[src/stm_pkg.sv]
// Function
// RULE1 - Input A inactive forces upper gates off
// RULE2 - Input B inactive forces lower gates off
// RULE3 - Either input inactive: torque off within 5 ms
// RULE4 - Inactive pulses under 1 ms are ignored
// RULE5 - Safety equipment holds deliberate requests over 5 ms
// RULE6 - Monitor high only when both inputs inactive
// RULE7 - Monitor follows inputs within 6 ms
// RULE8 - Safety equipment checks all four monitor combinations
// RULE9 - Restore inputs with servo-on off, else alarm
// RULE10 - Clear only after inputs return, else alarm
// RULE11 - Brake engages at delay or low speed
// RULE12 - Alarm state drives dynamic brake per alarm setting
// RULE13 - Restored servo-off uses servo-off stop setting
// RULE14 - Torque-off drops ready, alarms, shows error code
// RULE15 - Per-channel counter qualifies synchronised input levels
package stm_pkg;

    // Timing, in microseconds, and the clock rate
    localparam int CLK_FREQ_HZ     = 10000000;
    localparam int CLK_PER_US      = CLK_FREQ_HZ / 1000000;
    localparam int FILTER_TIME_US  = 1000;
    localparam int CUTOFF_TIME_US  = 5000;
    localparam int MONITOR_TIME_US = 6000;
    localparam int MS_TIME_US      = 1000;
    localparam int FILTER_CYCLES   = FILTER_TIME_US * CLK_PER_US;
    localparam int MS_CYCLES       = MS_TIME_US * CLK_PER_US;

    // Register byte offsets
    localparam logic [7:0] REG_BRAKE_DELAY   = 8'h00;
    localparam logic [7:0] REG_RELEASE_SPEED = 8'h04;
    localparam logic [7:0] REG_STOP_SEQ      = 8'h08;
    localparam logic [7:0] REG_STATUS        = 8'h0c;
    localparam logic [7:0] REG_INT_STATUS    = 8'h10;
    localparam logic [7:0] REG_INT_MASK      = 8'h14;

    // Field positions in the stop sequence register
    localparam int SEQ_ALARM_LSB = 0;
    localparam int SEQ_SOFF_LSB  = 4;

    // Interrupt bits
    localparam int INT_CUTOFF    = 0;
    localparam int INT_RESTORE   = 1;
    localparam int INT_SEQ_ALARM = 2;
    localparam int INT_EARLY_CLR = 3;
    localparam int INT_W         = 4;

    // Reset values
    localparam logic [7:0]       BRAKE_DELAY_RST   = 8'h32;
    localparam logic [15:0]      RELEASE_SPEED_RST = 16'h001e;
    localparam logic [1:0]       STOP_SEQ_RST      = 2'h0;
    localparam logic [INT_W-1:0] INT_MASK_RST      = 4'h0;

    // Display codes, values are arbitrary
    localparam logic [7:0] ERR_CODE_NONE   = 8'h00;
    localparam logic [7:0] ERR_CODE_CUTOFF = 8'h1e;

    typedef struct packed {
        logic [7:0]  brake_delay;
        logic [15:0] release_speed;
        logic [1:0]  alarm_seq;
        logic [1:0]  soff_seq;
    } stm_cfg_type;

    typedef enum logic [1:0] {
        ST_NORMAL,
        ST_CUTOFF,
        ST_RESTORED
    } stm_state_type;

    // Bit 0 set: free run while moving; bit 1 set: release once stopped
    function automatic logic stm_db_engaged(input logic [1:0] seq, input logic moving);
        return moving ? ~seq[0] : ~seq[1];
    endfunction : stm_db_engaged

endpackage : stm_pkg

[src/stm_brake_timer.sv]
`timescale 1ns/1ps
module stm_brake_timer
    import stm_pkg::*;
(
    // Clock and reset
    input  wire logic       clk,
    input  wire logic       rst_n,
    // Sequence
    input  wire logic       start,
    input  wire logic       running,
    input  wire logic       hold,
    input  wire logic       ms_tick,
    // Settings and speed
    input  wire logic [7:0] delay,
    input  wire logic       slow,
    output logic            engage_q
);
    logic       armed_q;
    logic [7:0] ms_cnt_q;
    wire        expired  = ms_cnt_q >= delay;
    wire        engage_d = hold && (engage_q || !armed_q || expired || slow);
    wire        count_up = hold && !engage_q && ms_tick && (ms_cnt_q != 8'hff);

    always_ff @(posedge clk) begin
        if (!rst_n) begin
            armed_q  <= 1'b0;
            ms_cnt_q <= 8'h00;
            engage_q <= 1'b0;
        end else begin
            armed_q  <= start ? running : armed_q;
            ms_cnt_q <= start ? 8'h00 : (count_up ? ms_cnt_q + 8'h01 : ms_cnt_q);
            engage_q <= engage_d; // [RULE11]
        end
    end

    brake_early_a: assert property (@(posedge clk) disable iff (!rst_n) // [RULE11]
        hold && (slow || expired) |=> engage_q || !hold)
        else $error("Brake not engaged at delay or low speed");

    brake_hold_a: assert property (@(posedge clk) disable iff (!rst_n) // [RULE11]
        hold && armed_q && !slow && !expired && !engage_q |=> !engage_q)
        else $error("Brake engaged before delay or low speed");

endmodule : stm_brake_timer

[src/stm_input_filter.sv]
`timescale 1ns/1ps
module stm_input_filter
    import stm_pkg::*;
#(
    parameter int CYCLES = FILTER_CYCLES
) (
    // Clock and reset
    input  wire logic clk,
    input  wire logic rst_n,
    // Raw channel and qualified level
    input  wire logic raw,
    output logic      active_q
);
    localparam int CW = $clog2(CYCLES + 1);

    logic          sync1_q;
    logic          sync2_q;
    logic [CW-1:0] cnt_q;
    logic [CW-1:0] run_q;
    wire           differ = sync2_q != active_q;
    wire           flip   = differ && (cnt_q == CW'(CYCLES - 1));

    // Both directions need the full time, so a self-test low pulse never reaches the logic
    always_ff @(posedge clk) begin
        if (!rst_n) begin
            sync1_q  <= 1'b0;
            sync2_q  <= 1'b0;
            cnt_q    <= '0;
            active_q <= 1'b0;
        end else begin
            sync1_q  <= raw;
            sync2_q  <= sync1_q;
            cnt_q    <= (differ && !flip) ? cnt_q + 1'b1 : '0; // [RULE15]
            active_q <= flip ? sync2_q : active_q;            // [RULE4]
        end
    end

    // Helper: consecutive low cycles of the synchronised input
    always_ff @(posedge clk) begin
        if (!rst_n) begin
            run_q <= '0;
        end else begin
            run_q <= sync2_q ? '0 : ((run_q == CW'(CYCLES)) ? run_q : run_q + 1'b1);
        end
    end

    glitch_reject_a: assert property (@(posedge clk) disable iff (!rst_n) // [RULE4]
        $fell(active_q) |-> run_q == CW'(CYCLES))
        else $error("Channel dropped before the filter time");

endmodule : stm_input_filter

[src/stm_torque_monitor.sv]
// The register offsets and strobed register access are this design's own decisions.
`timescale 1ns/1ps
module stm_torque_monitor
    import stm_pkg::*;
#(
    parameter int FILT_CYCLES = FILTER_CYCLES,
    parameter int TICK_CYCLES = MS_CYCLES
) (
    // Clock and reset
    input  wire logic        clk,
    input  wire logic        rst_n,
    // Safety inputs, high while energised
    input  wire logic        safe_input_a,
    input  wire logic        safe_input_b,
    // Drive sequence
    input  wire logic        servo_on_in,
    input  wire logic        alarm_clear_in,
    input  wire logic [15:0] motor_speed,
    // Power stage and brakes
    output logic             gate_upper_en,
    output logic             gate_lower_en,
    output logic             torque_cutoff,
    output logic             brake_engage,
    output logic             dyn_brake,
    // Status towards safety equipment and panel
    output logic             stop_state_monitor_out,
    output logic             servo_ready,
    output logic             alarm_out,
    output logic [7:0]       error_code,
    // Register port
    input  wire logic [7:0]  addr,
    input  wire logic [31:0] wr_data,
    input  wire logic        wr_en,
    input  wire logic        rd_en,
    output logic [31:0]      rd_data,
    // Interrupt
    output logic             irq
);
    localparam int TW        = $clog2(TICK_CYCLES + 1);
    localparam int OFF_LIMIT = FILT_CYCLES * CUTOFF_TIME_US / FILTER_TIME_US;
    localparam int MON_LIMIT = FILT_CYCLES * MONITOR_TIME_US / FILTER_TIME_US;

    stm_state_type    state_q;
    stm_state_type    state_d;
    stm_cfg_type      cfg_q;
    logic [INT_W-1:0] int_stat_q;
    logic [INT_W-1:0] int_mask_q;
    logic [TW-1:0]    tick_cnt_q;
    logic             clr_prev_q;
    logic             seq_alarm_q;
    logic             gate_upper_q;
    logic             gate_lower_q;
    logic             cutoff_q;
    logic             brake_q;
    logic             dyn_brake_q;
    logic             monitor_q;
    logic             ready_q;
    logic             alarm_q;
    logic [7:0]       err_q;
    logic [31:0]      rd_data_q;
    logic             irq_q;
    logic             filt_a;
    logic             filt_b;
    logic             brk_engage;

    // Qualified channels
    stm_input_filter #(
        .CYCLES   (FILT_CYCLES)
    ) u_filt_a (
        .clk      (clk),
        .rst_n    (rst_n),
        .raw      (safe_input_a),
        .active_q (filt_a)
    );

    stm_input_filter #(
        .CYCLES   (FILT_CYCLES)
    ) u_filt_b (
        .clk      (clk),
        .rst_n    (rst_n),
        .raw      (safe_input_b),
        .active_q (filt_b)
    );

    // Decoding
    wire both_on    = filt_a && filt_b;
    wire clr_rise   = alarm_clear_in && !clr_prev_q;
    wire ms_tick    = tick_cnt_q == TW'(TICK_CYCLES - 1);
    wire moving     = motor_speed != 16'h0000;
    wire slow       = motor_speed < cfg_q.release_speed;
    wire enter_cut  = (state_q == ST_NORMAL) && !both_on;
    wire restore    = (state_q == ST_CUTOFF) && both_on;
    wire early_clr  = (state_q == ST_CUTOFF) && clr_rise;
    wire good_clr   = (state_q == ST_RESTORED) && both_on && clr_rise;
    wire seq_fault  = restore && servo_on_in;
    wire alarm_d    = state_d != ST_NORMAL;
    wire hit_brake  = wr_en && (addr == REG_BRAKE_DELAY);
    wire hit_speed  = wr_en && (addr == REG_RELEASE_SPEED);
    wire hit_seq    = wr_en && (addr == REG_STOP_SEQ);
    wire hit_istat  = wr_en && (addr == REG_INT_STATUS);
    wire hit_imask  = wr_en && (addr == REG_INT_MASK);

    // Events for the sticky status bits
    wire [INT_W-1:0] events = {early_clr, seq_fault, restore, enter_cut};

    // Any alarm state removes torque; clear is only honoured once both channels are back
    always_comb begin
        state_d = state_q;
        case (state_q)
            ST_NORMAL: begin
                if (!both_on) begin
                    state_d = ST_CUTOFF;                       // [RULE3] [RULE14]
                end
            end
            ST_CUTOFF: begin
                if (both_on) begin
                    state_d = ST_RESTORED;
                end
            end
            ST_RESTORED: begin
                if (!both_on) begin
                    state_d = ST_CUTOFF;
                end else if (clr_rise) begin
                    state_d = ST_NORMAL;                       // [RULE10]
                end
            end
            default: begin
                state_d = ST_CUTOFF;
            end
        endcase
    end

    // Gate drive per half bridge, forced off by its own channel
    wire gate_upper_d = filt_a && !alarm_d && servo_on_in;    // [RULE1]
    wire gate_lower_d = filt_b && !alarm_d && servo_on_in;    // [RULE2]
    wire monitor_d    = !filt_a && !filt_b;                   // [RULE6] [RULE7]

    // Dynamic brake: alarm setting in alarm, servo-off setting when servo is off
    wire db_alarm  = stm_db_engaged(cfg_q.alarm_seq, moving); // [RULE12]
    wire db_soff   = stm_db_engaged(cfg_q.soff_seq, moving);  // [RULE13]
    wire dyn_d     = alarm_d ? db_alarm : (!servo_on_in && db_soff);
    wire brake_d   = alarm_d ? brk_engage : !servo_on_in;
    wire [7:0] err_d = alarm_d ? ERR_CODE_CUTOFF : ERR_CODE_NONE;

    stm_brake_timer u_brake (
        .clk      (clk),
        .rst_n    (rst_n),
        .start    (enter_cut),
        .running  (servo_on_in),
        .hold     (state_q != ST_NORMAL),
        .ms_tick  (ms_tick),
        .delay    (cfg_q.brake_delay),
        .slow     (slow),
        .engage_q (brk_engage)
    );

    // Sequence state
    always_ff @(posedge clk) begin
        if (!rst_n) begin
            state_q     <= ST_NORMAL;
            clr_prev_q  <= 1'b0;
            seq_alarm_q <= 1'b0;
            tick_cnt_q  <= '0;
        end else begin
            state_q     <= state_d;
            clr_prev_q  <= alarm_clear_in;
            seq_alarm_q <= seq_fault || (seq_alarm_q && !good_clr); // [RULE9]
            tick_cnt_q  <= ms_tick ? '0 : tick_cnt_q + 1'b1;
        end
    end

    // Output flops; reset state is torque off until the channels qualify and an alarm clear follows
    always_ff @(posedge clk) begin
        if (!rst_n) begin
            gate_upper_q <= 1'b0;
            gate_lower_q <= 1'b0;
            cutoff_q     <= 1'b1;
            brake_q      <= 1'b1;
            dyn_brake_q  <= 1'b1;
            monitor_q    <= 1'b0;
            ready_q      <= 1'b0;
            alarm_q      <= 1'b1;
            err_q        <= ERR_CODE_CUTOFF;
        end else begin
            gate_upper_q <= gate_upper_d;
            gate_lower_q <= gate_lower_d;
            cutoff_q     <= alarm_d;
            brake_q      <= brake_d;      // [RULE11]
            dyn_brake_q  <= dyn_d;
            monitor_q    <= monitor_d;
            ready_q      <= !alarm_d;     // [RULE14]
            alarm_q      <= alarm_d || seq_fault;
            err_q        <= err_d;
        end
    end

    // Configuration registers
    always_ff @(posedge clk) begin
        if (!rst_n) begin
            cfg_q.brake_delay   <= BRAKE_DELAY_RST;
            cfg_q.release_speed <= RELEASE_SPEED_RST;
            cfg_q.alarm_seq     <= STOP_SEQ_RST;
            cfg_q.soff_seq      <= STOP_SEQ_RST;
            int_mask_q          <= INT_MASK_RST;
        end else begin
            if (hit_brake) begin
                cfg_q.brake_delay <= wr_data[7:0];
            end
            if (hit_speed) begin
                cfg_q.release_speed <= wr_data[15:0];
            end
            if (hit_seq) begin
                cfg_q.alarm_seq <= wr_data[SEQ_ALARM_LSB+:2];
                cfg_q.soff_seq  <= wr_data[SEQ_SOFF_LSB+:2];
            end
            if (hit_imask) begin
                int_mask_q <= wr_data[INT_W-1:0];
            end
        end
    end

    // Sticky events, write one to clear; a new event wins over the clear
    wire [INT_W-1:0] w1c = hit_istat ? wr_data[INT_W-1:0] : '0;

    always_ff @(posedge clk) begin
        if (!rst_n) begin
            int_stat_q <= '0;
            irq_q      <= 1'b0;
        end else begin
            int_stat_q <= (int_stat_q & ~w1c) | events;
            irq_q      <= |(((int_stat_q & ~w1c) | events) & int_mask_q);
        end
    end

    // Read mux, data in the cycle after the strobe only
    wire [7:0] status_word = {seq_alarm_q, dyn_brake_q, brake_q, monitor_q, filt_b, filt_a, state_q};
    logic [31:0] rd_mux;

    always_comb begin
        rd_mux = 32'h0000_0000;
        case (addr)
            REG_BRAKE_DELAY:   rd_mux = {24'h000000, cfg_q.brake_delay};
            REG_RELEASE_SPEED: rd_mux = {16'h0000, cfg_q.release_speed};
            REG_STOP_SEQ:      rd_mux = {26'h0000000, cfg_q.soff_seq, 2'h0, cfg_q.alarm_seq};
            REG_STATUS:        rd_mux = {24'h000000, status_word};
            REG_INT_STATUS:    rd_mux = {28'h0000000, int_stat_q};
            REG_INT_MASK:      rd_mux = {28'h0000000, int_mask_q};
            default:           rd_mux = 32'h0000_0000;
        endcase
    end

    always_ff @(posedge clk) begin
        if (!rst_n) begin
            rd_data_q <= 32'h0000_0000;
        end else begin
            rd_data_q <= rd_en ? rd_mux : 32'h0000_0000;
        end
    end

    assign gate_upper_en          = gate_upper_q;
    assign gate_lower_en          = gate_lower_q;
    assign torque_cutoff          = cutoff_q;
    assign brake_engage           = brake_q;
    assign dyn_brake              = dyn_brake_q;
    assign stop_state_monitor_out = monitor_q;
    assign servo_ready            = ready_q;
    assign alarm_out              = alarm_q;
    assign error_code             = err_q;
    assign rd_data                = rd_data_q;
    assign irq                    = irq_q;

    // Helper counters for the timing checks
    int unsigned off_a_q;
    int unsigned off_b_q;
    int unsigned stab_q;
    logic        raw_a_q;
    logic        raw_b_q;

    always_ff @(posedge clk) begin
        if (!rst_n) begin
            off_a_q <= 0;
            off_b_q <= 0;
            stab_q  <= 0;
            raw_a_q <= 1'b0;
            raw_b_q <= 1'b0;
        end else begin
            off_a_q <= safe_input_a ? 0 : ((off_a_q < OFF_LIMIT) ? off_a_q + 1 : off_a_q);
            off_b_q <= safe_input_b ? 0 : ((off_b_q < OFF_LIMIT) ? off_b_q + 1 : off_b_q);
            raw_a_q <= safe_input_a;
            raw_b_q <= safe_input_b;
            if ((safe_input_a != raw_a_q) || (safe_input_b != raw_b_q)) begin
                stab_q <= 0;
            end else if (stab_q < MON_LIMIT) begin
                stab_q <= stab_q + 1;
            end
        end
    end

    upper_gate_off_a: assert property (@(posedge clk) disable iff (!rst_n) // [RULE1]
        !filt_a |=> !gate_upper_en)
        else $error("Upper gate driven with channel A inactive");

    lower_gate_off_a: assert property (@(posedge clk) disable iff (!rst_n) // [RULE2]
        !filt_b |=> !gate_lower_en)
        else $error("Lower gate driven with channel B inactive");

    cutoff_in_time_a: assert property (@(posedge clk) disable iff (!rst_n) // [RULE3]
        (off_a_q >= OFF_LIMIT || off_b_q >= OFF_LIMIT) |-> torque_cutoff && !gate_upper_en && !gate_lower_en)
        else $error("Torque not removed within the cutoff time");

    monitor_only_both_a: assert property (@(posedge clk) disable iff (!rst_n) // [RULE6]
        (filt_a || filt_b) |=> !stop_state_monitor_out)
        else $error("Monitor high with a channel active");

    monitor_delay_a: assert property (@(posedge clk) disable iff (!rst_n) // [RULE7]
        stab_q >= MON_LIMIT |-> stop_state_monitor_out == (!raw_a_q && !raw_b_q))
        else $error("Monitor late against inputs");

    seq_alarm_a: assert property (@(posedge clk) disable iff (!rst_n) // [RULE9]
        seq_fault |=> seq_alarm_q && int_stat_q[INT_SEQ_ALARM] && alarm_out)
        else $error("Return under servo-on raised no alarm");

    early_clear_a: assert property (@(posedge clk) disable iff (!rst_n) // [RULE10]
        early_clr |=> (state_q != ST_NORMAL) && int_stat_q[INT_EARLY_CLR] ##1 !servo_ready)
        else $error("Early clear left the alarm");

    alarm_db_a: assert property (@(posedge clk) disable iff (!rst_n) // [RULE12]
        torque_cutoff && ($past(cfg_q.alarm_seq) == 2'h0) |-> dyn_brake)
        else $error("Dynamic brake off under alarm setting");

    servo_off_db_a: assert property (@(posedge clk) disable iff (!rst_n) // [RULE13]
        !torque_cutoff && !$past(servo_on_in) && ($past(cfg_q.soff_seq) == 2'h3) |-> !dyn_brake)
        else $error("Dynamic brake against servo-off setting");

    ready_error_a: assert property (@(posedge clk) disable iff (!rst_n) // [RULE14]
        torque_cutoff |-> !servo_ready && alarm_out && (error_code == ERR_CODE_CUTOFF))
        else $error("Torque-off without alarm indication");

    cutoff_entry_c: cover property (@(posedge clk) disable iff (!rst_n)
        state_q == ST_NORMAL ##1 state_q == ST_CUTOFF);

    restore_servo_on_c: cover property (@(posedge clk) disable iff (!rst_n)
        seq_fault);

    clear_to_normal_c: cover property (@(posedge clk) disable iff (!rst_n)
        good_clr ##1 state_q == ST_NORMAL);

    monitor_high_c: cover property (@(posedge clk) disable iff (!rst_n)
        $rose(stop_state_monitor_out));

endmodule : stm_torque_monitor

[config.mk]
export PLATFORM = sky130hd
export DESIGN_NAME = stm_torque_monitor
export DESIGN_NICKNAME = d
export VERILOG_FILES = /design/src/stm_pkg.sv /design/src/stm_brake_timer.sv /design/src/stm_input_filter.sv /design/src/stm_torque_monitor.sv
export SDC_FILE = /design/constraint.sdc
export NUM_CORES = 1
export LEC_CHECK = 0
export ABC_AREA = 0
export BUFFER_PORTS_ARGS = -buffer_cell sky130_fd_sc_hd__buf_2
export CORE_MARGIN = 2
export CORE_UTILIZATION = 40
export DETAILED_ROUTE_END_ITERATION = 10
export PLACE_DENSITY = 0.62
export SLEW_MARGIN = 20
export SYNTH_ARGS = -nofsm -noshare
export SYNTH_HDL_FRONTEND = slang
export SYNTH_SLANG_ARGS = --single-unit
[constraint.sdc]
create_clock -name clk -period 5.6 [get_ports clk]
set_clock_uncertainty 0.15 [all_clocks]
set_input_delay 0 -clock clk [delete_from_list [all_inputs] [get_ports clk]]
set_output_delay 0 -clock clk [all_outputs]
set_load 0.005 [all_outputs]
Word level (Yosys, flattened, before mapping):

Cells that the tools add are included.

* add/sub/neg operators: 4
* $lt $le $gt $ge: 2
* eq/ne operators: 13
* mux-type cells: 12
* bitwise operators: 9
* reductions and logical operators: 55

Operator list (count)
* $pmux W16 S6: 1
* $add A14 B1 Y14 const B: 3
* $eq A14 B14 Y1 const B: 3
* $logic_and A1 B1 Y1: 28
* $eq A8 B4 Y1 const B: 2
* $eq A8 B5 Y1 const B: 2
* $lt A16 B16 Y1: 1
* $reduce_bool A16 Y1: 1
* $logic_not A1 Y1: 11
* $add A8 B1 Y8 const B: 1
* $and A4 B4 Y4: 2
* $eq A8 B3 Y1 const B: 1
* $ge A8 B8 Y1: 1
* $logic_not A8 Y1: 1
* $mux W2: 4
* $ne A8 B8 Y1 const B: 1
* $pmux W2 S3: 1
* $reduce_and A2 Y1: 3
* $logic_or A1 B1 Y1: 5
* $mux W5: 1
* $not A1 Y1: 5
* $mux W1: 4
* $mux W4: 1
* $not A4 Y4: 1
* other kinds (8): 11

* register bits after elaboration: 147
* output and inout port bits: 49
* word-level logic and storage cells: 127

Depth between registers and ports, before layout:

Gate-level depths: netlist of the first run.

* word-level depth: 9
* gate-level depth with buffers: 7
* gate-level depth less buffers: 7

By module:

From an unflattened synthesis of the first run, not the netlist that was laid out.

* cells, all modules: 652
* area total of the unflattened synthesis: 5811.8 µm²

Modules (own cells, without submodules)
* stm_torque_monitor: times used 1, cells each 421, area an instance 3672.3 µm²
* stm_input_filter: times used 2, cells each 76, area an instance 718.2 µm²
* stm_brake_timer: times used 1, cells each 79, area an instance 703.2 µm²

Worst setup path before layout of the first run:

Ideal clock, no wire load.

* path kind: flip-flop to flip-flop
* from: register cfg_q[15] (netlist name)
* to: register u_brake.engage_q
* setup time: 132 ps
* arrival: 1729 ps
* data required time: 5318 ps
* slack: 3588 ps
* cell stages (with the launch flop): 8
* cells stage by stage: dfxtp_1 inv_1 ha_1 and4_1 or3b_1 or4_1 o211ai_1 o311ai_1

* word-level cells in the longest chain between the ends: 3

Ends and longest elaborated chain
* from (decl): RTL line stm_torque_monitor.sv:45 `stm_cfg_type cfg_q;`
* $lt A16 B16 Y1: RTL line stm_torque_monitor.sv:90 `wire slow = motor_speed < cfg_q.release_speed;`
* $logic_or A1 B1 Y1: RTL line stm_brake_timer.sv:21 `wire engage_d = hold && (engage_q || !armed_q || expired || slow);`
* $logic_and A1 B1 Y1: RTL line stm_brake_timer.sv:21
* to (signal assigned): RTL line stm_brake_timer.sv:32 `engage_q <= engage_d;`
* to (decl): RTL line stm_brake_timer.sv:16 `output logic engage_q`

No other way between the ends.
A chain may end at the register's enable or synchronous reset.

Worst setup path after layout of the first run:

Same ends and word-level chain as after synthesis.

==> results of run 1 <==
## flip-flops by register name, indices dropped and copies added (netlist names), 2 cells and up
signal and cells:
u_filt_b.cnt_q 14, cfg_q 28, u_filt_a.cnt_q 14, rd_data 16
int_mask_q 4, int_stat_q 4, state_q 2, tick_cnt_q 14
u_brake.ms_cnt_q 8
## metrics by stage
stage,cells,total power (W)
2_1_floorplan,663,0.000969
3_3_place_gp,876,0.000996
3_5_place_dp,876,0.000999
4_1_cts,934,0.00207
5_1_grt,934,0.00212
6_report,934,0.00205
## placed cells by master, fill, tap and decap left out, types with 16 or more instances in the layout
cell type / count
sky130_fd_sc_hd__xnor2_1: 20
sky130_fd_sc_hd__xor2_1: 23
sky130_fd_sc_hd__ha_1: 27
sky130_fd_sc_hd__nand2_1: 66
sky130_fd_sc_hd__and2_1: 17
sky130_fd_sc_hd__nand4_1: 16
sky130_fd_sc_hd__a21boi_1: 17
sky130_fd_sc_hd__dfxtp_1: 123
sky130_fd_sc_hd__conb_1: 20
sky130_fd_sc_hd__inv_1: 33
sky130_fd_sc_hd__nand3_1: 29
sky130_fd_sc_hd__clkbuf_16: 17
sky130_fd_sc_hd__nor2_1: 76
sky130_fd_sc_hd__dlygate4sd3_1: 26
sky130_fd_sc_hd__buf_2: 76
sky130_fd_sc_hd__mux2i_1: 20
## final cells by class
class	count	area (µm²)
Inverter	33	124
Multi-Input combinational cell	459	3020
Tap cell	184	230
Sequential cell	123	2460
Clock inverter	12	114
Fill cell	1340	7310
Clock buffer	20	467
Timing Repair Buffer	103	648
## power groups by stage
stage                     sequential [W]  clock (W)  combinational [W]
after floorplan                 0.000906          0          0.0000630
after global placement          0.000908          0          0.0000879
after detailed placement        0.000909          0          0.0000900
after CTS                       0.000890    0.00107           0.000104
after global routing            0.000890    0.00112           0.000114
final                           0.000890    0.00105           0.000104
## worst max-delay path: stages, from the launching register on
cell and delay (ns):
sky130_fd_sc_hd__dfxtp_1 0.34, sky130_fd_sc_hd__inv_1 0.05, sky130_fd_sc_hd__ha_1 0.30, sky130_fd_sc_hd__and4_1 0.21, sky130_fd_sc_hd__or3b_1 0.34, sky130_fd_sc_hd__or4_1 0.42, sky130_fd_sc_hd__o211ai_1 0.15, sky130_fd_sc_hd__o311ai_1 0.14
## logic make-up after synthesis
group	after synthesis
other cells	1
fa+ha+maj	27
compound gates	69
xor+xnor	43
simple gates	273
mux	27
buf+inv	81
flops	123
## final timing paths
kind	start	to	slack (ns)	depth (start not counted)
setup / recovery	cfg_q[15]	u_brake.engage_q	3.37	7
hold / removal	addr[2]	rd_data[7]	0.04	3
hold reg to reg	u_filt_a.sync1_q	u_filt_a.sync2_q	0.28	1
setup reg to reg	cfg_q[15]	u_brake.engage_q	3.37	7
## repair_timing
action | 4_1_cts | 5_1_grt
hold endpoints to repair | 56 | 0
endpoints found under the setup margin | 0 | 0
hold buffers | 26 | 0
## routing by layer
layer | GRT usage, % | share of wire [%] | up-vias
li1 | - | - | 2353
met1 | 21.1 | 45 | 2203
met2 | 28.7 | 48 | 101
met3 | 5.15 | 5.8 | 15
met4 | 7.93 | 1.3 | 0
met5 | 0 | 0 | -
==> results.yml, run 1 <==
sta:
  tightestPinTransition_ns: 0.768
  max_slew_margin_pct: 48.8
  hold_violations: 0
  setup_viol_count_final: 0
  shortest_period_the_worst_path_allows_ns: 2.23
  finalCritPeriodShare_pct: 39.9
  setup_tns_ns: 0
  final-max-slew-violation-count: 0
  rsz0062_at_grt: "false"
  timing.hold.ws_ns: 0.0435
  fmax_mhz: 448
  final.setup.worst_slack_ns: 3.37
clock_tree:
  cts_setup_buffers: 0
  clkSlewWorstSetupHoldPaths_ns: 0.06
  numCtsBuffers: 17
  clock_tree.root_cell: "sky130_fd_sc_hd__clkbuf_16"
  tritoncts: "done"
  postcts_resize_cnt: 0
  htree_num_levels: 4
  ctsLongestPathBuffers: 2
  worst_skew_late_latency_ns: 0.42
  numClockSinks: 123
finish:
  drive_above_1_share_pct: 17.2
  post-route-util_pct: 49.2
  final_design_area_no_fill_um2: 7060
  design.final.nets: 828
  areaGrowthSynthToFinish_pct: 21.5
  diodes: 0
grt:
  maximum_number_of_pins_on_one_net_before_global_route_repair: 67
  antenna_found_initial: 0
  grt_pass1_wl_mm: 21.8
  first_global_vias: 4453
  remaining_overflow_grt: 0
  grt_usage_pct: 17.5
floorplanning:
  die_height_um: 125
  initial_core_util_pct: 40.5
  io_pins: 113
  die_width_um: 125
  placement_rows: 44
  core-area_um2: 14400
  die_area_um2: 15500
placement:
  place.detailed.hpwl_mm: 9.66
  placement.cell_area_um2: 6220
  place_worst_setup_slack_ns: 3.38
  replace_congestion: 0.885
  port_buffers: 76
routing:
  drt_pre_antenna_iters: 4
  wirelength_mm: 13.2
  drtAntennaViolNets: 0
  detailroute.via_count: 4672
  drc: 0
  drt-wirelength-per-cell_um: 14.1
  vias_per_cell: 5.00
  detail_route.iter0.violations: 238
critical_path:
  worstSetupPathType: "reg2reg"
  required_ns: 5.74
  cp.arrival_ns: 2.37
  worstSetupStartpointType: "flip-flop"
  endpoint_kind: "flip-flop"
  critPathMaxFanout: 3
pwr:
  netSwitchingPower_w: 0.000470
  sequentialPowerShare_pct: 43.4
  clockPowerShare_pct: 51.5
  powerDensity_nw_per_um2: 290
  combinationalPowerShare_pct: 5.1
  irDropWorstVdd_mv: 0.209
  switching_share_pct: 22.9
  leakage_nw: 2.82
  cellInternalPower_w: 0.00158
synth:
  post_synth_xor_area_fraction_pct: 6.48
  synth_edf_count: 0
  netlist_instances: 644
  dominantRegCellSynth: "sky130_fd_sc_hd__dfxtp_1"
  synth_fa_ha_area_share_pct: 5.81
  muxShareOfSynthArea_pct: 5.57
  ys_warn_count: 0
  yosys-top-cells-area: "sky130_fd_sc_hd__dfxtp_1 42%, sky130_fd_sc_hd__ha_1 5.8%, sky130_fd_sc_hd__nor2_1 4.9%"
  synth_top_family_by_area: "simple AND/OR/NAND/NOR gates"
  synth_area_in_compound_gates_pct: 8.18
  async_reset_ff_share_pct: 0
  ys_seq_area_share_pct: 42.4
  synth_largest_type_area_fraction_pct: 42.4
  netlist.top_cell.by_area: "sky130_fd_sc_hd__dfxtp_1"
  yosys.cell_count.top_type: "sky130_fd_sc_hd__dfxtp_1"
  synth.ff_latch_count: 123
  synthesized_area_divided_by_synthesized_cell_count_um2: 9.03
  syn-cell-area_um2: 5810
  post_synth_most_frequent_cells: "123 x sky130_fd_sc_hd__dfxtp_1, 76 x sky130_fd_sc_hd__nor2_1, 66 x sky130_fd_sc_hd__nand2_1"
  synth-simple-area-share_pct: 24.6
  synth.lib_cells_used.distinct: 58
min_path:
  worstHoldPathType: "in2reg"
status:
  outcome: "completed"
run:
  cap_violations: 0
(Power assumes the default switching activity.)
==> run 2, diff against run 1 <==
==> constraint.sdc (replaced) <==
create_clock -name clk -period 2.3 [get_ports clk]
set_clock_uncertainty 0.15 [all_clocks]
set_input_delay 0 -clock clk [delete_from_list [all_inputs] [get_ports clk]]
set_output_delay 0 -clock clk [all_outputs]
set_load 0.005 [all_outputs]
==> run 2 against run 1 <==
Effect of this change:
- critical path depth stayed put
- combinational power rose to 2.5 times the previous value
- final cell count up 0.54%
- final area rose by 1.2%
- first-iteration DRC count increased by 7.1%
- die area unchanged
- non-clock buffer count grew 5
- via count up 0.66%
- flip-flop and latch count unchanged
- clock power increased to 2.6 times the previous value
- core utilization up 0.57 points
- wire length up 2.4%
- critical path type unchanged
==> results.yml, run 2 (synthesis gave the netlist of run 1 again) <==
grt:
  grt_pass1_wl_mm: 22.0
  grt_usage_pct: 17.8
  remaining_overflow_grt: 0
  antenna_found_initial: 0
  maximum_number_of_pins_on_one_net_before_global_route_repair: 35
  first_global_vias: 4495
pwr:
  netSwitchingPower_w: 0.00110
  cellInternalPower_w: 0.00411
  irDropWorstVdd_mv: 0.465
  sequentialPowerShare_pct: 41.6
  clockPowerShare_pct: 53.4
  switching_share_pct: 21.0
  powerDensity_nw_per_um2: 729
  leakage_nw: 2.88
  combinationalPowerShare_pct: 5.0
routing:
  wirelength_mm: 13.5
  vias_per_cell: 5.01
  drtAntennaViolNets: 0
  drt_pre_antenna_iters: 4
  detailroute.via_count: 4703
  drc: 0
  detail_route.iter0.violations: 255
  drt-wirelength-per-cell_um: 14.4
finish:
  drive_above_1_share_pct: 17.1
  layout_commonest_cell: "sky130_fd_sc_hd__dfxtp_1"
  largest_register_ff_count: 28
  area_of_the_multi_input_gates_um2: 3020
  post-route-util_pct: 49.7
  max_flop_register: "cfg_q"
  commonest_non_fill_non_tap_cells_in_the_layout: "123 x sky130_fd_sc_hd__dfxtp_1, 76 x sky130_fd_sc_hd__nor2_1, 76 x sky130_fd_sc_hd__buf_2"
  areaGrowthSynthToFinish_pct: 22.9
  num-fill-cells: 1339
  diodes: 0
  design.final.nets: 833
  area.sequential_um2: 2460
floorplanning:
  die_area_um2: 15500
  io_pins: 113
  core-area_um2: 14400
  placement_rows: 44
  die_height_um: 125
  die_width_um: 125
  initial_core_util_pct: 40.5
clock_tree:
  htree_num_levels: 4
  numCtsBuffers: 17
  tritoncts: "done"
  numClockSinks: 123
  clkSlewWorstSetupHoldPaths_ns: 0.05
  postcts_resize_cnt: 0
  clock_tree.root_cell: "sky130_fd_sc_hd__clkbuf_16"
  worst_skew_late_latency_ns: 0.42
  ctsLongestPathBuffers: 2
sta:
  final.setup.worst_slack_ns: 0.138
  fmax_mhz: 463
  tightestPinTransition_ns: 0.755
  setup_viol_count_final: 0
  shortest_period_the_worst_path_allows_ns: 2.16
  final-max-slew-violation-count: 0
  finalCritPeriodShare_pct: 94.0
  timing.hold.ws_ns: 0.0214
  rsz0062_at_grt: "false"
  max_slew_margin_pct: 49.5
  setup_tns_ns: 0
  hold_violations: 0
critical_path:
  endpoint_kind: "flip-flop"
  worstSetupStartpointType: "flip-flop"
  timing.reg2reg.worst_path_depth: 7
  required_ns: 2.44
  critical_path.cell_chain: "inv_1 > ha_1 > and4_1 > or3b_1 > or4_1 > o211ai_1 > o311ai_1"
  regToRegEndpoint: "u_brake.engage_q"
  cp.arrival_ns: 2.30
  timing.critical_path.buf_inv: 1
  critical-path-max-stage-delay_ns: 0.41
  critical_r2r_launch: "cfg_q[15]"
  ff2ff_setup_slack_ns: 0.14
  worstSetupPathType: "reg2reg"
  critical_path.slowest_cell: "sky130_fd_sc_hd__or4_1"
  worst_path_dominant_cell_family: "simple AND/OR/NAND/NOR gates"
  critPathMaxFanout: 3
status:
  outcome: "completed"
run:
  cap_violations: 0
placement:
  port_buffers: 76
  place.detailed.hpwl_mm: 9.85
  place_worst_setup_slack_ns: 0.171
  replace_congestion: 0.848
min_path:
  worstHoldPathType: "in2reg"
  hp_start: "motor_speed[14]"
  min_delay_path_depth: 5
  hold-path-endpoint: "u_brake.engage_q"
-- run 2: cell types whose count changed in the layout (fill, tap and decap cells not counted), moves of 3 or more --
cell / before / now
sky130_fd_sc_hd__buf_4: 1 / 4
sky130_fd_sc_hd__clkbuf_1: 0 / 3
sky130_fd_sc_hd__clkinvlp_4: 7 / 1
sky130_fd_sc_hd__bufinv_16: 1 / 4
-- run 2: final cells by class --
cell class                      count  share of cell area [%]
Sequential cell                   123                    34.5
Clock buffer                       21                    6.30
Multi-Input combinational cell    459                    42.2
Clock inverter                     11                    2.36
Tap cell                          184                    3.22
Timing Repair Buffer              108                    9.67
Inverter                           33                    1.73
-- run 2: stage by stage --
stage / std cells / power [W] / cell area [µm²]
final: 939 / 0.00521 / 7140
after floorplan: 663 / 0.00236 / 5880
after global placement: 879 / 0.00243 / 6240
after CTS: 939 / 0.00527 / 7140
after detailed placement: 879 / 0.00243 / 6240
after global routing: 939 / 0.00539 / 7140
-- run 2: tightest hold or removal path, stage by stage --
cell and delay [ns]:
sky130_fd_sc_hd__buf_2 0.10, sky130_fd_sc_hd__ha_1 0.14, sky130_fd_sc_hd__a2111oi_0 0.10, sky130_fd_sc_hd__o211ai_1 0.09, sky130_fd_sc_hd__o311ai_1 0.09
-- run 2: power groups by stage --
stage	sequential (W)	combinational, W	clock (W)
global route	0.00217	0.000288	0.00294
CTS	0.00217	0.000259	0.00284
finish	0.00217	0.000261	0.00278
floorplan	0.00221	0.000153	0
global placement	0.00221	0.000216	0
detailed placement	0.00221	0.000221	0
-- run 2: layer usage --
layer	routed length (µm)	vias to the layer above	track usage (%)
met1	6210	2214	22.2
met2	6350	112	28.6
li1	-	2351	-
met3	640	26	5.07
met4	310	0	8.00
met5	0	-	0
-- run 2: timing repair --
action | CTS | global route
hold endpoints to repair | 64 | 0
hold buffers | 28 | 0
buffers inserted | 0 | 0
-- run 2: worst max path at each step --
stage / cells past startpoint / from / end / slack [ns]
final: 7 / cfg_q[15] / u_brake.engage_q / 0.14
after detailed placement: 7 / cfg_q[15] / u_brake.engage_q / 0.17
after CTS: 7 / cfg_q[15] / u_brake.engage_q / 0.14
after global placement: 7 / cfg_q[15] / u_brake.engage_q / 0.20
after global routing: 7 / cfg_q[15] / u_brake.engage_q / 0.02
after floorplan: 7 / cfg_q[15] / u_brake.engage_q / 0.29
==> run 3, diff against run 2 <==
--- a/config.mk
+++ b/config.mk
@@ -8,9 +8,11 @@
 export ABC_AREA = 0
 export BUFFER_PORTS_ARGS = -buffer_cell sky130_fd_sc_hd__buf_2
 export CORE_MARGIN = 2
-export CORE_UTILIZATION = 40
+export CORE_UTILIZATION = 55
+export CTS_CLUSTER_SIZE = 12
 export DETAILED_ROUTE_END_ITERATION = 10
-export PLACE_DENSITY = 0.62
+export HOLD_SLACK_MARGIN = 0.12
+export PLACE_DENSITY = 0.81
 export SLEW_MARGIN = 20
 export SYNTH_ARGS = -nofsm -noshare
 export SYNTH_HDL_FRONTEND = slang
==> run 3 against run 2 <==
Effect of this change:
- the flow now finishes with violations (negative setup slack)
- die area is 26% lower
- sequential share of layout area fell by 3.0 points
- fmax shrank 11%
- final area is 10% higher
- wire length rose by 37%
- critical path depth unchanged
- flip-flop and latch count stayed put
- first-iteration DRC count increased by 86%
- core utilization increased by 27 points
- critical endpoint unchanged
- largest cell class unchanged
==> results.yml, run 3 (synthesis gave the netlist of run 1 again) <==
critical_path:
  worst_path_dominant_cell_family: "simple AND/OR/NAND/NOR gates"
  worstSetupPathType: "reg2reg"
  required_ns: 2.53
  cp.arrival_ns: 2.67
  critical_path.cell_chain: "inv_1 > ha_4 > nand4_1 > or3b_4 > or4_1 > o211ai_1 > o311ai_1"
  critPathMaxFanout: 3
  worstSetupStartpointType: "flip-flop"
  ff2ff_setup_slack_ns: -0.13
  critical-path-max-stage-delay_ns: 0.45
  timing.critical_path.buf_inv: 1
  critical_path.slowest_cell: "sky130_fd_sc_hd__or3b_4"
  endpoint_kind: "flip-flop"
clock_tree:
  ctsLongestPathBuffers: 2
  clock_tree.root_cell: "sky130_fd_sc_hd__clkbuf_8"
  numClockSinks: 123
  htree_num_levels: 4
  clkSlewWorstSetupHoldPaths_ns: 0.06
  numCtsBuffers: 17
  worst_skew_late_latency_ns: 0.53
  tritoncts: "done"
pwr:
  cellInternalPower_w: 0.00396
  powerDensity_nw_per_um2: 648
  combinationalPowerShare_pct: 6.9
  netSwitchingPower_w: 0.00115
  sequentialPowerShare_pct: 42.5
  switching_share_pct: 22.5
  irDropWorstVdd_mv: 0.367
  clockPowerShare_pct: 50.6
  leakage_nw: 3.20
finish:
  largest_register_ff_count: 28
  num-fill-cells: 658
  commonest_non_fill_non_tap_cells_in_the_layout: "114 x sky130_fd_sc_hd__dfxtp_1, 98 x sky130_fd_sc_hd__dlygate4sd3_1, 76 x sky130_fd_sc_hd__nor2_1"
  max_flop_register: "cfg_q"
  design.final.nets: 906
  post-route-util_pct: 76.6
  areaGrowthSynthToFinish_pct: 35.5
  layout_commonest_cell: "sky130_fd_sc_hd__dfxtp_1"
  drive_above_1_share_pct: 18.7
grt:
  remaining_overflow_grt: 0
  grt_pass1_wl_mm: 27.6
  first_global_vias: 5569
  grt_usage_pct: 31.1
  antenna_found_initial: 2
  maximum_number_of_pins_on_one_net_before_global_route_repair: 36
floorplanning:
  die_height_um: 107
  die_width_um: 107
  initial_core_util_pct: 56.6
  placement_rows: 37
  core-area_um2: 10300
  die_area_um2: 11400
  io_pins: 113
routing:
  drt-wirelength-per-cell_um: 19.2
  wirelength_mm: 18.5
  detailroute.via_count: 5596
  vias_per_cell: 5.80
  drc: 0
  detail_route.iter0.violations: 474
  drt_pre_antenna_iters: 6
  drtAntennaViolNets: 0
placement:
  port_buffers: 76
  replace_congestion: 0.876
  place.detailed.hpwl_mm: 9.22
sta:
  fmax_mhz: 411
  shortest_period_the_worst_path_allows_ns: 2.43
  tightestPinTransition_ns: 0.724
  timing.hold.ws_ns: 0.123
  setup_viol_count_final: 5
  final-max-slew-violation-count: 0
  setup_tns_ns: -0.301
  hold_violations: 0
  rsz0062_at_grt: "true"
  final.setup.worst_slack_ns: -0.134
  max_slew_margin_pct: 51.6
  finalCritPeriodShare_pct: 106
status:
  outcome: "complete, but fails checks"
  failed_checks: "negative setup slack"
run:
  cap_violations: 0
min_path:
  worstHoldPathType: "in2reg"
## run 3: final cells by class
class	count	area [µm²]	area share, %
flip-flops and latches	123	2480	31.4
clock buffers	21	469	5.96
inverters	33	126	1.60
repair buffers	181	1420	18.0
multi-input cells	459	3120	39.6
diodes	3	7.51	0.0953
well taps	136	170	2.16
clock inverters	8	93.8	1.19
## run 3: timing repair
item,in CTS,in global routing
hold buffers,100,0
endpoints found under the setup margin,0,6
setup buffers,0,2
gates resized for setup,0,27
endpoints found under the hold margin,106,0
## run 3: power groups by stage
stage | Sequential (W) | Combinational, W | Clock (W)
after floorplan | 0.00221 | 0.000153 | 0
after global placement | 0.00221 | 0.000207 | 0
after detailed placement | 0.00221 | 0.000213 | 0
after CTS | 0.00217 | 0.000301 | 0.00255
after global routing | 0.00217 | 0.000374 | 0.00270
final | 0.00217 | 0.000353 | 0.00258
## run 3: stage by stage
step	total power, W	instances	setup slack, ns	cell area (µm²)
3_3_place_gp	0.00242	832	0.206	6190
5_1_grt	0.00524	963	-0.122	7880
2_1_floorplan	0.00236	663	0.288	5880
4_1_cts	0.00502	961	0.00746	7760
3_5_place_dp	0.00243	832	0.153	6190
6_report	0.00510	964	-0.134	7880
## run 3: worst register-to-register path, stage by stage, from the launching register on
cell and delay, ns:
sky130_fd_sc_hd__dfxtp_2 0.34, sky130_fd_sc_hd__inv_1 0.10, sky130_fd_sc_hd__ha_4 0.31, sky130_fd_sc_hd__nand4_1 0.19, sky130_fd_sc_hd__or3b_4 0.45, sky130_fd_sc_hd__or4_1 0.41, sky130_fd_sc_hd__o211ai_1 0.17, sky130_fd_sc_hd__o311ai_1 0.18
## run 3: final timing paths
path                     from          endpoint  cells past startpoint
max                 cfg_q[18]  u_brake.engage_q                      7
min                   addr[2]         cfg_q[25]                      4
max reg2reg         cfg_q[18]  u_brake.engage_q                      7
min reg2reg  u_filt_b.sync1_q  u_filt_b.sync2_q                      1
## run 3: routing by layer
layer	track usage [%]	up-vias	part of all wire, %
met5	0	-	0
met2	51.0	323	47
met1	35.2	2623	37
li1	-	2503	-
met3	8.02	147	7.9
met4	21.9	0	8.3
